**config.mk**
```make
export PLATFORM = sky130hd
export DESIGN_NAME = ifpr_top
export DESIGN_NICKNAME = d
export VERILOG_FILES = /design/src/rtl/ifpr_pkg.sv /design/src/rtl/ifpr_req_if.sv /design/src/rtl/ifpr_req.sv /design/src/rtl/ifpr_sync.sv /design/src/rtl/ifpr_top.sv
export SDC_FILE = /design/constraint.sdc
export NUM_CORES = 1
export LEC_CHECK = 0
export ABC_CLOCK_PERIOD_IN_PS = 1700
export BUFFER_PORTS_ARGS = -buffer_cell sky130_fd_sc_hd__buf_2
export CELL_PAD_IN_SITES_DETAIL_PLACEMENT = 1
export CELL_PAD_IN_SITES_GLOBAL_PLACEMENT = 1
export CORE_MARGIN = 2
export CORE_UTILIZATION = 43
export CTS_BUF_LIST = sky130_fd_sc_hd__clkbuf_8
export DETAILED_ROUTE_END_ITERATION = 10
export GPL_TIMING_DRIVEN = 1
export PLACE_DENSITY_LB_ADDON = 0.1
export REMOVE_ABC_BUFFERS = 1
export SYNTH_ARGS = -nofsm -noshare
export SYNTH_HDL_FRONTEND = slang
export SYNTH_HIERARCHICAL = 1
export SYNTH_SLANG_ARGS = --single-unit
```
**constraint.sdc**
```tcl
create_clock -name ref_clk_i -period 1.7 [get_ports ref_clk_i]
set_input_delay 0 -clock ref_clk_i [delete_from_list [all_inputs] [get_ports ref_clk_i]]
set_output_delay 0 -clock ref_clk_i [all_outputs]
set_load 0.005 [all_outputs]
```
**src/rtl/ifpr_pkg.sv**
```systemverilog
// ifpr_pkg: register map, field positions and reset values of the
// interrupt flag, enable and priority bank.
// assumes a byte-wide register port with a three-bit register index.
package ifpr_pkg;

  localparam int          DW       = 8;
  localparam int          AW       = 3;
  localparam int          NSRC     = 13;
  localparam int          NCORE    = 5;

  // register indices on the register port
  localparam logic [2:0]  OFS_CORE = 3'h0;
  localparam logic [2:0]  OFS_EDGE = 3'h1;
  localparam logic [2:0]  OFS_EXT  = 3'h2;
  localparam logic [2:0]  OFS_PF1  = 3'h3;
  localparam logic [2:0]  OFS_RST  = 3'h4;

  // core_interrupt_control fields
  localparam int B_GHEN  = 7;
  localparam int B_PLEN  = 6;
  localparam int B_T0EN  = 5;
  localparam int B_I0EN  = 4;
  localparam int B_RBEN  = 3;
  localparam int B_T0FL  = 2;
  localparam int B_I0FL  = 1;
  localparam int B_RBFL  = 0;
  // edge_and_priority_control fields
  localparam int B_PUD   = 7;
  localparam int B_EDG0  = 6;
  localparam int B_EDG1  = 5;
  localparam int B_EDG2  = 4;
  localparam int B_T0PR  = 2;
  localparam int B_RBPR  = 0;
  // external_interrupt_control fields
  localparam int B_I2PR  = 7;
  localparam int B_I1PR  = 6;
  localparam int B_I2EN  = 4;
  localparam int B_I1EN  = 3;
  localparam int B_I2FL  = 1;
  localparam int B_I1FL  = 0;
  // peripheral_flags_one read-only fields
  localparam int B_RXFL  = 5;
  localparam int B_TXFL  = 4;
  // reset_control_register field
  localparam int B_PMEN  = 7;

  // source index: 0 tmr0, 1 pin0, 2 pin1, 3 pin2, 4 port change,
  // 5..12 peripheral flag bits 0..7
  localparam int S_T0    = 0;
  localparam int S_I0    = 1;
  localparam int S_I1    = 2;
  localparam int S_I2    = 3;
  localparam int S_RB    = 4;
  localparam int S_PF    = 5;

  // values after reset and the two vector addresses
  localparam logic [7:0]  RST_EDGE = 8'hF5;
  localparam logic [7:0]  RST_EXT  = 8'hC0;
  localparam logic [23:0] VEC_HIGH = 24'h000008;
  localparam logic [23:0] VEC_LOW  = 24'h000018;

endpackage

```
**src/rtl/ifpr_req_if.sv**
```systemverilog
// ifpr_req_if: carries the source vectors and global enables to the
// request combiner and brings the two requests back.
// assumes both ends sit on the same clock.
`timescale 1ns/100ps
`default_nettype none
interface ifpr_req_if #(parameter int N = 13);
  logic [N-1:0] flag;
  logic [N-1:0] en;
  logic [N-1:0] prio;
  logic         ghen;
  logic         plen;
  logic         pmen;
  logic         hi;
  logic         lo;
  modport src (output flag, en, prio, ghen, plen, pmen, input hi, lo);
  modport arb (input flag, en, prio, ghen, plen, pmen, output hi, lo);
endinterface
`default_nettype wire

```
**src/rtl/ifpr_req.sv**
```systemverilog
// ifpr_req: forms the high and low priority requests from flags,
// enables, priorities and the global enables.
// assumes peripheral sources sit at index S_PF and above.
`timescale 1ns/100ps
`default_nettype none
module ifpr_req
  import ifpr_pkg::*;
(
  ifpr_req_if.arb rq
);
  logic [NSRC-1:0] act;
  logic [NSRC-1:0] pmask;
  logic            core_any, peri_any, hi_any, lo_any;

  // compatibility mode: one level, peripherals behind the second gate
  assign pmask    = {{(NSRC-S_PF){1'b1}}, {S_PF{1'b0}}};
  assign act      = rq.flag & rq.en;
  assign core_any = |(act & ~pmask);
  assign peri_any = |(act & pmask);
  assign hi_any   = |(act & rq.prio);
  assign lo_any   = |(act & ~rq.prio);
  // priority bits only matter in priority mode
  assign rq.hi = rq.pmen ? (rq.ghen & hi_any)
                         : (rq.ghen & (core_any | (rq.plen & peri_any)));
  assign rq.lo = rq.pmen & rq.ghen & rq.plen & lo_any; // high enable stops all
endmodule
`default_nettype wire

```
**src/rtl/ifpr_sync.sv**
```systemverilog
// ifpr_sync: three-stage synchroniser with agreement filter per bit.
// assumes inputs are asynchronous pins; output is a clean level.
`timescale 1ns/100ps
`default_nettype none
module ifpr_sync
  import ifpr_pkg::*;
#(
  parameter int W = 1
) (
  input  wire logic         ref_clk_i,
  input  wire logic         nrst_i,
  input  wire logic         ce_i,
  input  wire logic [W-1:0] pin_i,
  output logic      [W-1:0] level_o
);
  genvar g;
  generate
    for (g = 0; g < W; g++) begin : g_bit
      logic s1_reg, s2_reg, s3_reg, lvl_reg;
      // first stage feeds only the second, never the filter
      always_ff @(posedge ref_clk_i or negedge nrst_i) begin
        if (!nrst_i) begin
          s1_reg  <= 1'b0;
          s2_reg  <= 1'b0;
          s3_reg  <= 1'b0;
          lvl_reg <= 1'b0;
        end else if (ce_i) begin
          s1_reg  <= pin_i[g];
          s2_reg  <= s1_reg;
          s3_reg  <= s2_reg;
          if (s2_reg == s3_reg) lvl_reg <= s3_reg; // change only on agree
        end
      end
      assign level_o[g] = lvl_reg;
    end
  endgenerate
endmodule
`default_nettype wire

```
**src/rtl/ifpr_top.sv**
```systemverilog
// ifpr_top: interrupt flag, enable and priority register bank.
// assumes same-clock event pulses from timers and peripherals, async
// external and port pins, and a byte register port read one cycle late.
`timescale 1ns/100ps
`default_nettype none
module ifpr_top
  import ifpr_pkg::*;
(
  input  wire logic          ref_clk_i,
  input  wire logic          nrst_i,
  input  wire logic          ce_i,
  input  wire logic [AW-1:0] addr_i,
  input  wire logic [DW-1:0] wdata_i,
  input  wire logic          wr_i,
  input  wire logic          rd_i,
  output logic      [DW-1:0] rdata_o,
  input  wire logic          tmr0_ovf_i,
  input  wire logic          tmr1_ovf_i,
  input  wire logic          tmr2_match_i,
  input  wire logic          ccp_event_i,
  input  wire logic          ccp_pwm_i,
  input  wire logic          sync_done_i,
  input  wire logic          conv_done_i,
  input  wire logic          par_rw_i,
  input  wire logic          rx_full_i,
  input  wire logic          tx_empty_i,
  input  wire logic [2:0]    ext_pin_i,
  input  wire logic [3:0]    upper_port_pins_i,
  input  wire logic          port_read_i,
  input  wire logic [7:0]    port_latch_i,
  input  wire logic [7:0]    periph_enable_i,
  input  wire logic [7:0]    periph_priority_i,
  input  wire logic          ack_i,
  input  wire logic          ack_high_i,
  output logic [7:0]         pullup_en_o,
  output logic               irq_high_o,
  output logic               irq_low_o,
  output logic [23:0]        vector_o
);

  logic [NSRC-1:0] flag_reg, flag_next, set_vec, wsel, wval;
  logic [NCORE-1:0] en_reg;
  logic [3:0]      prio_reg;
  logic [2:0]      edge_reg, pin_d_reg, pin_s, edge_hit;
  logic [3:0]      pb_s, pb_latch_reg;
  logic            ghen_reg, plen_reg, pmen_reg, pud_reg;
  logic            ghen_next, plen_next;
  logic            wr_core, wr_edge, wr_ext, wr_pf, wr_rst;
  logic            mismatch;
  logic [DW-1:0]   rd_core, rd_edge, rd_ext, rd_pf, rd_rst, rd_mux;
  logic [DW-1:0]   rdata_reg;
  logic [7:0]      pullup_reg;
  logic            irq_high_reg, irq_low_reg;
  logic [23:0]     vector_reg;

  ifpr_req_if #(.N(NSRC)) rq ();

  // pins cross into the clock domain through the filtered synchroniser
  ifpr_sync #(.W(3)) u_ext_sync (
    .ref_clk_i (ref_clk_i),
    .nrst_i    (nrst_i),
    .ce_i      (ce_i),
    .pin_i     (ext_pin_i),
    .level_o   (pin_s)
  );

  ifpr_sync #(.W(4)) u_port_sync (
    .ref_clk_i (ref_clk_i),
    .nrst_i    (nrst_i),
    .ce_i      (ce_i),
    .pin_i     (upper_port_pins_i),
    .level_o   (pb_s)
  );

  ifpr_req u_req (
    .rq (rq.arb)
  );

  // register write decode
  assign wr_core = wr_i && (addr_i == OFS_CORE);
  assign wr_edge = wr_i && (addr_i == OFS_EDGE);
  assign wr_ext  = wr_i && (addr_i == OFS_EXT);
  assign wr_pf   = wr_i && (addr_i == OFS_PF1);
  assign wr_rst  = wr_i && (addr_i == OFS_RST);

  // edge select per pin, one means rising
  assign edge_hit = (pin_s & ~pin_d_reg & edge_reg)
                  | (~pin_s & pin_d_reg & ~edge_reg);
  // mismatch holds until a port read retakes the snapshot
  assign mismatch = (pb_s != pb_latch_reg);

  // events per source; the flag ignores every enable
  assign set_vec[S_T0]     = tmr0_ovf_i;
  assign set_vec[S_I0]     = edge_hit[0];
  assign set_vec[S_I1]     = edge_hit[1];
  assign set_vec[S_I2]     = edge_hit[2];
  assign set_vec[S_RB]     = mismatch;
  assign set_vec[S_PF + 0] = tmr1_ovf_i;
  assign set_vec[S_PF + 1] = tmr2_match_i;
  assign set_vec[S_PF + 2] = ccp_event_i & ~ccp_pwm_i;
  assign set_vec[S_PF + 3] = sync_done_i;
  assign set_vec[S_PF + 4] = 1'b0;
  assign set_vec[S_PF + 5] = 1'b0;
  assign set_vec[S_PF + 6] = conv_done_i;
  assign set_vec[S_PF + 7] = par_rw_i;

  // which register bit a write reaches for each flag
  assign wsel[S_T0]  = wr_core;
  assign wsel[S_I0]  = wr_core;
  assign wsel[S_I1]  = wr_ext;
  assign wsel[S_I2]  = wr_ext;
  assign wsel[S_RB]  = wr_core;
  assign wsel[NSRC-1:S_PF] = {(NSRC-S_PF){wr_pf}};
  assign wval[S_T0]  = wdata_i[B_T0FL];
  assign wval[S_I0]  = wdata_i[B_I0FL];
  assign wval[S_I1]  = wdata_i[B_I1FL];
  assign wval[S_I2]  = wdata_i[B_I2FL];
  assign wval[S_RB]  = wdata_i[B_RBFL];
  assign wval[NSRC-1:S_PF] = wdata_i;

  // set wins over a clearing write in the same cycle
  genvar i;
  generate
    for (i = 0; i < NSRC; i++) begin : g_flag
      if (i == S_PF + B_RXFL) begin : g_rx
        assign flag_next[i] = rx_full_i;
      end else if (i == S_PF + B_TXFL) begin : g_tx
        assign flag_next[i] = tx_empty_i;
      end else begin : g_sticky
        assign flag_next[i] = set_vec[i]
                            | (wsel[i] ? wval[i] : flag_reg[i]);
      end
    end
  endgenerate

  // response clears the enable of the level that was taken
  assign ghen_next = (ack_i && (!pmen_reg || ack_high_i)) ? 1'b0
                   : (wr_core ? wdata_i[B_GHEN] : ghen_reg);
  assign plen_next = (ack_i && pmen_reg && !ack_high_i) ? 1'b0
                   : (wr_core ? wdata_i[B_PLEN] : plen_reg);

  // flags and pin history
  always_ff @(posedge ref_clk_i or negedge nrst_i) begin
    if (!nrst_i) begin
      flag_reg     <= '0;
      pin_d_reg    <= '0;
      pb_latch_reg <= '0;
    end else if (ce_i) begin
      flag_reg  <= flag_next;
      pin_d_reg <= pin_s;
      if (port_read_i) pb_latch_reg <= pb_s;
    end
  end

  // global enables and mode bit
  always_ff @(posedge ref_clk_i or negedge nrst_i) begin
    if (!nrst_i) begin
      ghen_reg <= 1'b0;
      plen_reg <= 1'b0;
      pmen_reg <= 1'b0;
    end else if (ce_i) begin
      ghen_reg <= ghen_next;
      plen_reg <= plen_next;
      if (wr_rst) pmen_reg <= wdata_i[B_PMEN];
    end
  end

  // per-source enables; only implemented bits are stored
  always_ff @(posedge ref_clk_i or negedge nrst_i) begin
    if (!nrst_i) begin
      en_reg <= '0;
    end else if (ce_i) begin
      if (wr_core) begin
        en_reg[S_T0] <= wdata_i[B_T0EN];
        en_reg[S_I0] <= wdata_i[B_I0EN];
        en_reg[S_RB] <= wdata_i[B_RBEN];
      end
      if (wr_ext) begin
        en_reg[S_I1] <= wdata_i[B_I1EN];
        en_reg[S_I2] <= wdata_i[B_I2EN];
      end
    end
  end

  // edge selects, pull-up disable and priorities
  always_ff @(posedge ref_clk_i or negedge nrst_i) begin
    if (!nrst_i) begin
      pud_reg  <= RST_EDGE[B_PUD];
      edge_reg <= {RST_EDGE[B_EDG2], RST_EDGE[B_EDG1], RST_EDGE[B_EDG0]};
      prio_reg <= {RST_EDGE[B_RBPR], RST_EXT[B_I2PR], RST_EXT[B_I1PR],
                   RST_EDGE[B_T0PR]};
    end else if (ce_i) begin
      if (wr_edge) begin
        pud_reg     <= wdata_i[B_PUD];
        edge_reg    <= {wdata_i[B_EDG2], wdata_i[B_EDG1],
                        wdata_i[B_EDG0]};
        prio_reg[0] <= wdata_i[B_T0PR];
        prio_reg[3] <= wdata_i[B_RBPR];
      end
      if (wr_ext) begin
        prio_reg[1] <= wdata_i[B_I1PR];
        prio_reg[2] <= wdata_i[B_I2PR];
      end
    end
  end

  // request combiner inputs; pin 0 is always high priority
  assign rq.flag = flag_reg;
  assign rq.en   = {periph_enable_i, en_reg};
  assign rq.prio = {periph_priority_i, prio_reg[3], prio_reg[2],
                    prio_reg[1], 1'b1, prio_reg[0]};
  assign rq.ghen = ghen_reg;
  assign rq.plen = plen_reg;
  assign rq.pmen = pmen_reg;

  // read views; unimplemented positions are constant zero
  always_comb begin
    rd_core = '0;
    rd_core[B_GHEN] = ghen_reg;
    rd_core[B_PLEN] = plen_reg;
    rd_core[B_T0EN] = en_reg[S_T0];
    rd_core[B_I0EN] = en_reg[S_I0];
    rd_core[B_RBEN] = en_reg[S_RB];
    rd_core[B_T0FL] = flag_reg[S_T0];
    rd_core[B_I0FL] = flag_reg[S_I0];
    rd_core[B_RBFL] = flag_reg[S_RB];
  end

  always_comb begin
    rd_edge = '0;
    rd_edge[B_PUD]  = pud_reg;
    rd_edge[B_EDG0] = edge_reg[0];
    rd_edge[B_EDG1] = edge_reg[1];
    rd_edge[B_EDG2] = edge_reg[2];
    rd_edge[B_T0PR] = prio_reg[0];
    rd_edge[B_RBPR] = prio_reg[3];
  end

  always_comb begin
    rd_ext = '0;
    rd_ext[B_I2PR] = prio_reg[2];
    rd_ext[B_I1PR] = prio_reg[1];
    rd_ext[B_I2EN] = en_reg[S_I2];
    rd_ext[B_I1EN] = en_reg[S_I1];
    rd_ext[B_I2FL] = flag_reg[S_I2];
    rd_ext[B_I1FL] = flag_reg[S_I1];
  end

  always_comb begin
    rd_rst = '0;
    rd_rst[B_PMEN] = pmen_reg;
  end

  assign rd_pf  = flag_reg[NSRC-1:S_PF];
  assign rd_mux = (addr_i == OFS_CORE) ? rd_core
                : (addr_i == OFS_EDGE) ? rd_edge
                : (addr_i == OFS_EXT)  ? rd_ext
                : (addr_i == OFS_PF1)  ? rd_pf
                : (addr_i == OFS_RST)  ? rd_rst : 8'h00;

  // read data stands for the single cycle after the strobe
  always_ff @(posedge ref_clk_i or negedge nrst_i) begin
    if (!nrst_i) rdata_reg <= 8'h00;
    else if (ce_i) rdata_reg <= rd_i ? rd_mux : 8'h00;
  end

  // registered outputs to the core and the port pads
  always_ff @(posedge ref_clk_i or negedge nrst_i) begin
    if (!nrst_i) begin
      irq_high_reg <= 1'b0;
      irq_low_reg  <= 1'b0;
      vector_reg   <= VEC_HIGH;
      pullup_reg   <= 8'h00;
    end else if (ce_i) begin
      irq_high_reg <= rq.hi;
      irq_low_reg  <= rq.lo;
      vector_reg   <= (pmen_reg && !rq.hi && rq.lo) ? VEC_LOW
                                                    : VEC_HIGH;
      pullup_reg   <= pud_reg ? 8'h00 : port_latch_i;
    end
  end

  assign rdata_o     = rdata_reg;
  assign irq_high_o  = irq_high_reg;
  assign irq_low_o   = irq_low_reg;
  assign vector_o    = vector_reg;
  assign pullup_en_o = pullup_reg;
endmodule
`default_nettype wire

```
# Word-level counts from Yosys, hierarchy flattened
# Cells that the tools add are included.
[word_totals] output_inout_bits=42 ff_bits=106 inputBits=60
[op_classes] n_reduce_logical=35 eq_ne=12 mux=24 bitwise=32
[ops] operator="8-bit two-way mux" count=7
[ops] operator="13-bit AND" count=3
[ops] operator="2-bit AND reduction" count=14
[ops] operator="13-bit OR reduction" count=2
[ops] operator="1-bit two-way mux" count=16
[ops] operator="13-bit inverter" count=1
[ops] operator="3-bit AND" count=4
[ops] operator="1-bit bitwise OR" count=12
[ops] operator="1-bit logical AND" count=10
[ops] operator="3-bit inverter" count=3
[ops] operator="8-bit OR reduction" count=1
[ops] operator="1-bit AND" count=7
[ops] operator="1-bit == test" count=7
[ops] operator="3-bit by 2-bit == test with 1-bit output (second input constant)" count=2
[ops] operator="5-bit two-way mux" count=1
[ops] operator="5-bit OR reduction" count=1
[ops] operator="4-bit inequality test" count=1
[ops] operator="2-bit nonzero test" count=2
[ops] operator="3-bit by 1-bit == test with 1-bit output (second input constant)" count=1
[ops] operator="3-bit == test (second input constant)" count=1
[ops] operator="1-bit zero test" count=3
[ops] operator="3-bit zero test" count=1
[ops] operator="3-bit bitwise OR" count=1
[ops] operator="1-bit logical OR" count=1
[ops] operator="1-bit inverter" count=1

# Longest topological paths before layout
[depth] ltp_word=10 mapped_depth=7 depth_no_buf=7

# Hierarchy
# Netlist, hierarchy kept.
[modules_own_cells] mod="ifpr_top" cells_per_inst=257 area_per_inst_um2=2713.9 seq_area_each_um2=1386.3 n_inst=1
[modules_own_cells] mod="ifpr_sync (u_port_sync)" cells_per_inst=46 area_per_inst_um2=674.4 seq_area_each_um2=400.4 n_inst=1
[modules_own_cells] mod="ifpr_sync (u_ext_sync)" cells_per_inst=36 area_per_inst_um2=504.2 seq_area_each_um2=300.3 n_inst=1
[modules_own_cells] mod="ifpr_req" cells_per_inst=49 area_per_inst_um2=256.5 seq_area_each_um2=0.0 n_inst=1

# Worst setup path after synthesis
# No wires, ideal clock.
[synth_timing] path_type="flip-flop to flip-flop" start="register prio_reg[0]" end="register irq_low_reg, in the netlist irq_low_o" path_buffers=0 t_required_ns=1.575 arrival_ns=1.177 synth_period_minus_slack_ns=1.302 setup_time_ns=0.125 path_slack_ns=0.398 path_stages_with_launch=5 cell_sequence="dfstp_2 > o22ai_1 > nor4_1 > a21oi_1 > mux2_2"
[synth_via] elab_chain_cells=4
[synth_lines] element="start: declaration" line_no="ifpr_top.sv:43" text="logic [3:0] prio_reg;"
[synth_lines] element="start signal: assignment" line_no="ifpr_top.sv:190" text="prio_reg <= {RST_EDGE[B_RBPR], RST_EXT[B_I2PR], RST_EXT[B_I1PR],"
[synth_lines] element="start signal: assignment" line_no="ifpr_top.sv:197" text="prio_reg[0] <= wdata_i[B_T0PR];"
[synth_lines] element="13-bit inverter" line_no="ifpr_req.sv:21" text="assign lo_any = |(act & ~rq.prio);"
[synth_lines] element="13-bit AND" line_no="ifpr_req.sv:21"
[synth_lines] element="13-bit OR reduction" line_no="ifpr_req.sv:21"
[synth_lines] element="1-bit AND" line_no="ifpr_req.sv:25" text="assign rq.lo = rq.pmen & rq.ghen & rq.plen & lo_any;"
[synth_lines] element="via rq.lo" line_no="ifpr_req_if.sv:14" text="logic lo;"
[synth_lines] element="end signal: assignment" line_no="ifpr_top.sv:276" text="irq_low_reg <= rq.lo;"
[synth_lines] element="end: declaration" line_no="ifpr_top.sv:53" text="logic irq_high_reg, irq_low_reg;"
# The timed path passes the listed nets, and every way through them passes these cells.
# A chain may end at the register's enable or synchronous reset.

# Worst setup path in the final report
[layout_timing] start="input ccp_event_i" end="register flag_reg[7]"
[layout_via] elab_chain_cells=2
[layout_lines] element="start: declaration" line_no="ifpr_top.sv:20" text="input wire logic ccp_event_i,"
[layout_lines] element="1-bit AND" line_no="ifpr_top.sv:100" text="assign set_vec[S_PF + 2] = ccp_event_i & ~ccp_pwm_i;"
[layout_lines] element="1-bit bitwise OR" line_no="ifpr_top.sv:131" text="| (wsel[i] ? wval[i] : flag_reg[i]);"
[layout_lines] element="end signal: assignment" line_no="ifpr_top.sv:149" text="flag_reg <= flag_next;"
[layout_lines] element="end: declaration" line_no="ifpr_top.sv:41" text="logic [NSRC-1:0] flag_reg, flag_next, set_vec, wsel, wval;"
# No other way between the ends.

==> results.yml <==
global_route:
  grt_pass1_vias: 3519
  gr-usage-all-layers_pct: 22.57
  grt_pass1_wl_mm: 17.95
  antenna_found_initial: 0
  grt_overflow_total: 0
  grt_max_degree: 85
hold_path:
  min_to: "flag_reg[3]$_DFFE_PN0P_"
  whs_path_depth: 4
  hp-class: "in -> reg"
  min-delay-start: "wdata_i[1]"
setup_path:
  path_buf_inv: 4
  path_depth: 6
  path_cells: "dlygate4sd3_1 > buf_2 > nand3b_1 > dlygate4sd3_1 > nand2_1 > dlygate4sd3_1"
  cp_max_fo: 1
  crit_top_cell: "dlygate4sd3_1"
  path_delay_family: "buffers and inverters"
  cp.required_ns: 1.94
  worstReg2RegEnd: "irq_low_o$_DFFE_PN0P_"
  worstSetupPathType: "in -> reg"
  arrival_ns: 1.86
  r2r_start: "prio_reg[0]$_DFFE_PN1P_"
  r2r_cells: 4
  startpoint_type: "input port"
  end_kind: "flop"
  cpMaxStageDelayCell: "dlygate4sd3_1"
  reg2reg_slack_ns: 0.19
  critPathMaxStageDelay_ns: 0.56
timing:
  worst_clock_skew_ns: 0.01801
  period_needed_ns: 1.621
  grt_setup_unrepaired: "false"
  fmax_ghz: 0.6167
  hold_viol: 0
  finalSetupViolCount: 0
  fin_ws_ns: 0.07858
  setup_tns_ns: 0
  drv_slew: 0
  timing.final.crit_share_pct: 95.38
clock_network:
  h-tree-depth: 3
  cts_sinks: 83
  cts_resized: 0
  cts_buffer_depth: 2
  clk_root_buffer_cell: "clkbuf_8"
  cts_tree: "done"
  clock_latency_ns: 0.35
  clkSlewWorstSetupHoldPaths_ns: 0.09
  cts_buffers: 9
synth:
  synth_edf_count: 0
  synth_flop_cell: "dfrtp_1"
  synth_cells: 388
  syn_avg_cell_area_um2: 10.69
  netlist_area_um2: 4149
  ys_seq_area_share_pct: 50.30
  yosysWarnings: 6
  synth.distinct_cells: 42
  synth_seq_cells: 83
  synthArstFlopShare_pct: 100.0
pwr:
  internal_power_mw: 3.927
  power_mw: 5.597
  leakagePower_nw: 2.410
  seq_power_share_pct: 49.7
  switching_share_pct: 29.83
  p_comb_share_pct: 21.3
  p_sw_mw: 1.670
  pwr_density_cell_nw_per_um2: 1064
  vdd_drop_max_v: 0.0005020
  power.share.clock_pct: 29.0
floorplanning:
  num_rows: 35
  boundaryPins: 102
  die_w_um: 102.2
  die_h_um: 102.2
  die_area_um2: 10450
  core_area_um2: 9284
  start_util_pct: 44.69
detailed_routing:
  wl_per_cell_um: 17.11
  vias_per_cell: 5.177
  num_vias: 3339
  postRouteAntennaNets: 0
  drtIter0Drc: 135
  first_pass_iters: 4
  routed_wl_mm: 11.03
  drcViolationCount: 0
job:
  drv_cap: 0
place:
  placed_area_um2: 4591
  place.gp.congestion: 0.9325
  placed_cells: 585
  io_buffers: 78
  place_ws_ns: 0.2334
  hpwl_mm: 7.662
layout:
  nNetsFinal: 571
  largest_reg_flops: 13
  syn2layout_area_growth_pct: 26.72
  stdcell_area_um2: 5258
  drive_gt1_share_pct: 31.01
  num_antenna_cells: 0
  final_cell_count_no_fill: 645
run_status:
  status: "finished, final reports clean"
==> worst min-delay path: stages <==
cell     delay [ns]
buf_2          0.09
inv_1          0.05
nor2_1         0.10
a221o_1        0.11
==> power groups by stage <==
stage	clock network (mW)	logic [mW]	registers, mW
floorplan	0	0.713	2.69
global placement	0	1.07	2.79
detailed placement	0	1.11	2.82
CTS	1.68	1.19	2.78
global route	1.75	1.33	2.85
finish	1.62	1.19	2.78
==> layout by cell type (no fill, tap or decap), types with 3 or more instances in the layout <==
cell type,instances
dfrtp_1,75
xor2_1,4
a21o_1,4
a21oi_1,6
a31oi_1,5
nand3_1,14
buf_2,77
conb_1,25
nor2_1,16
dfstp_2,8
buf_4,9
nand3b_1,10
inv_1,23
o22ai_1,13
or3_1,3
clkbuf_8,10
a22o_1,8
mux2i_1,14
o21ai_0,16
nand2b_1,9
mux2_2,45
a221o_1,3
nand4_1,5
nand2_1,41
dlygate4sd3_1,44
==> worst max-delay path by stage <==
stage,end,from
CTS,flag_reg[7]$_DFFE_PN0P_,ccp_event_i
detailed placement,irq_low_o$_DFFE_PN0P_,prio_reg[0]$_DFFE_PN1P_
global route,flag_reg[7]$_DFFE_PN0P_,ccp_event_i
finish,flag_reg[7]$_DFFE_PN0P_,ccp_event_i
global placement,flag_reg[2]$_DFFE_PN0P_,ce_i
floorplan,irq_low_o$_DFFE_PN0P_,prio_reg[0]$_DFFE_PN1P_
==> routing by layer <==
layer | GRT usage (%) | part of all wire (%) | vias to the layer above
met1 | 29.37 | 43 | 1660
met5 | 0 | 0 | -
met3 | 4.446 | 5.2 | 12
li1 | - | - | 1563
met4 | 6.256 | 1.2 | 0
met2 | 38.56 | 51 | 104
==> cells in the mapped netlist, types with 3 or more instances <==
library cell / number / area share (%)
dfrtp_1: 75 / 45
mux2_2: 45 / 12
nand2_1: 41 / 3.7
buf_4: 31 / 5.6
inv_1: 22 / 2.0
nor2_1: 16 / 1.4
o21ai_0: 16 / 1.9
mux2i_1: 14 / 3.4
nand3_1: 14 / 1.7
o22ai_1: 13 / 2.0
nand3b_1: 10 / 1.8
nand2b_1: 9 / 1.4
a22o_1: 8 / 1.7
dfstp_2: 8 / 5.1
a21oi_1: 6 / 0.72
a31oi_1: 5 / 0.75
buf_2: 5 / 0.60
nand4_1: 5 / 0.75
a21o_1: 4 / 0.72
clkbuf_1: 4 / 0.36
xor2_1: 4 / 0.84
a221o_1: 3 / 0.72
or3_1: 3 / 0.45
==> per-stage QoR <==
stage | util, % | hold WS [ns]
floorplan | - | -0.2956
global placement | 49.45 | -0.03797
detailed placement | 49.45 | -0.03119
CTS | 56.63 | 0.02874
global route | 56.63 | 0.06061
finish | 56.63 | 0.04081
==> logic make-up after synthesis <==
family	Yosys count	synth area share [%]
compound gates	67	10.98
xor+xnor	4	0.8443
buf+inv	65	9.197
flops	83	50.30
mux	59	15.59
other cells	2	0.1810
simple gates	108	12.91
==> what timing repair did <==
item,4_1_cts,5_1_grt
setup buffers,0,0
hold buffers,44,0
hold endpoints to repair,101,0
==> area by class of cell <==
class,count,area (µm²)
timing repair buffer,132,933.4
tap,129,161.4
inverter,22,82.58
sequential,83,2087
clock inverter,6,88.84
multi-input combinational,263,1767
clock buffer,10,137.6
fill,1071,4026
Note: power is estimated with default switching activity, not from simulation.
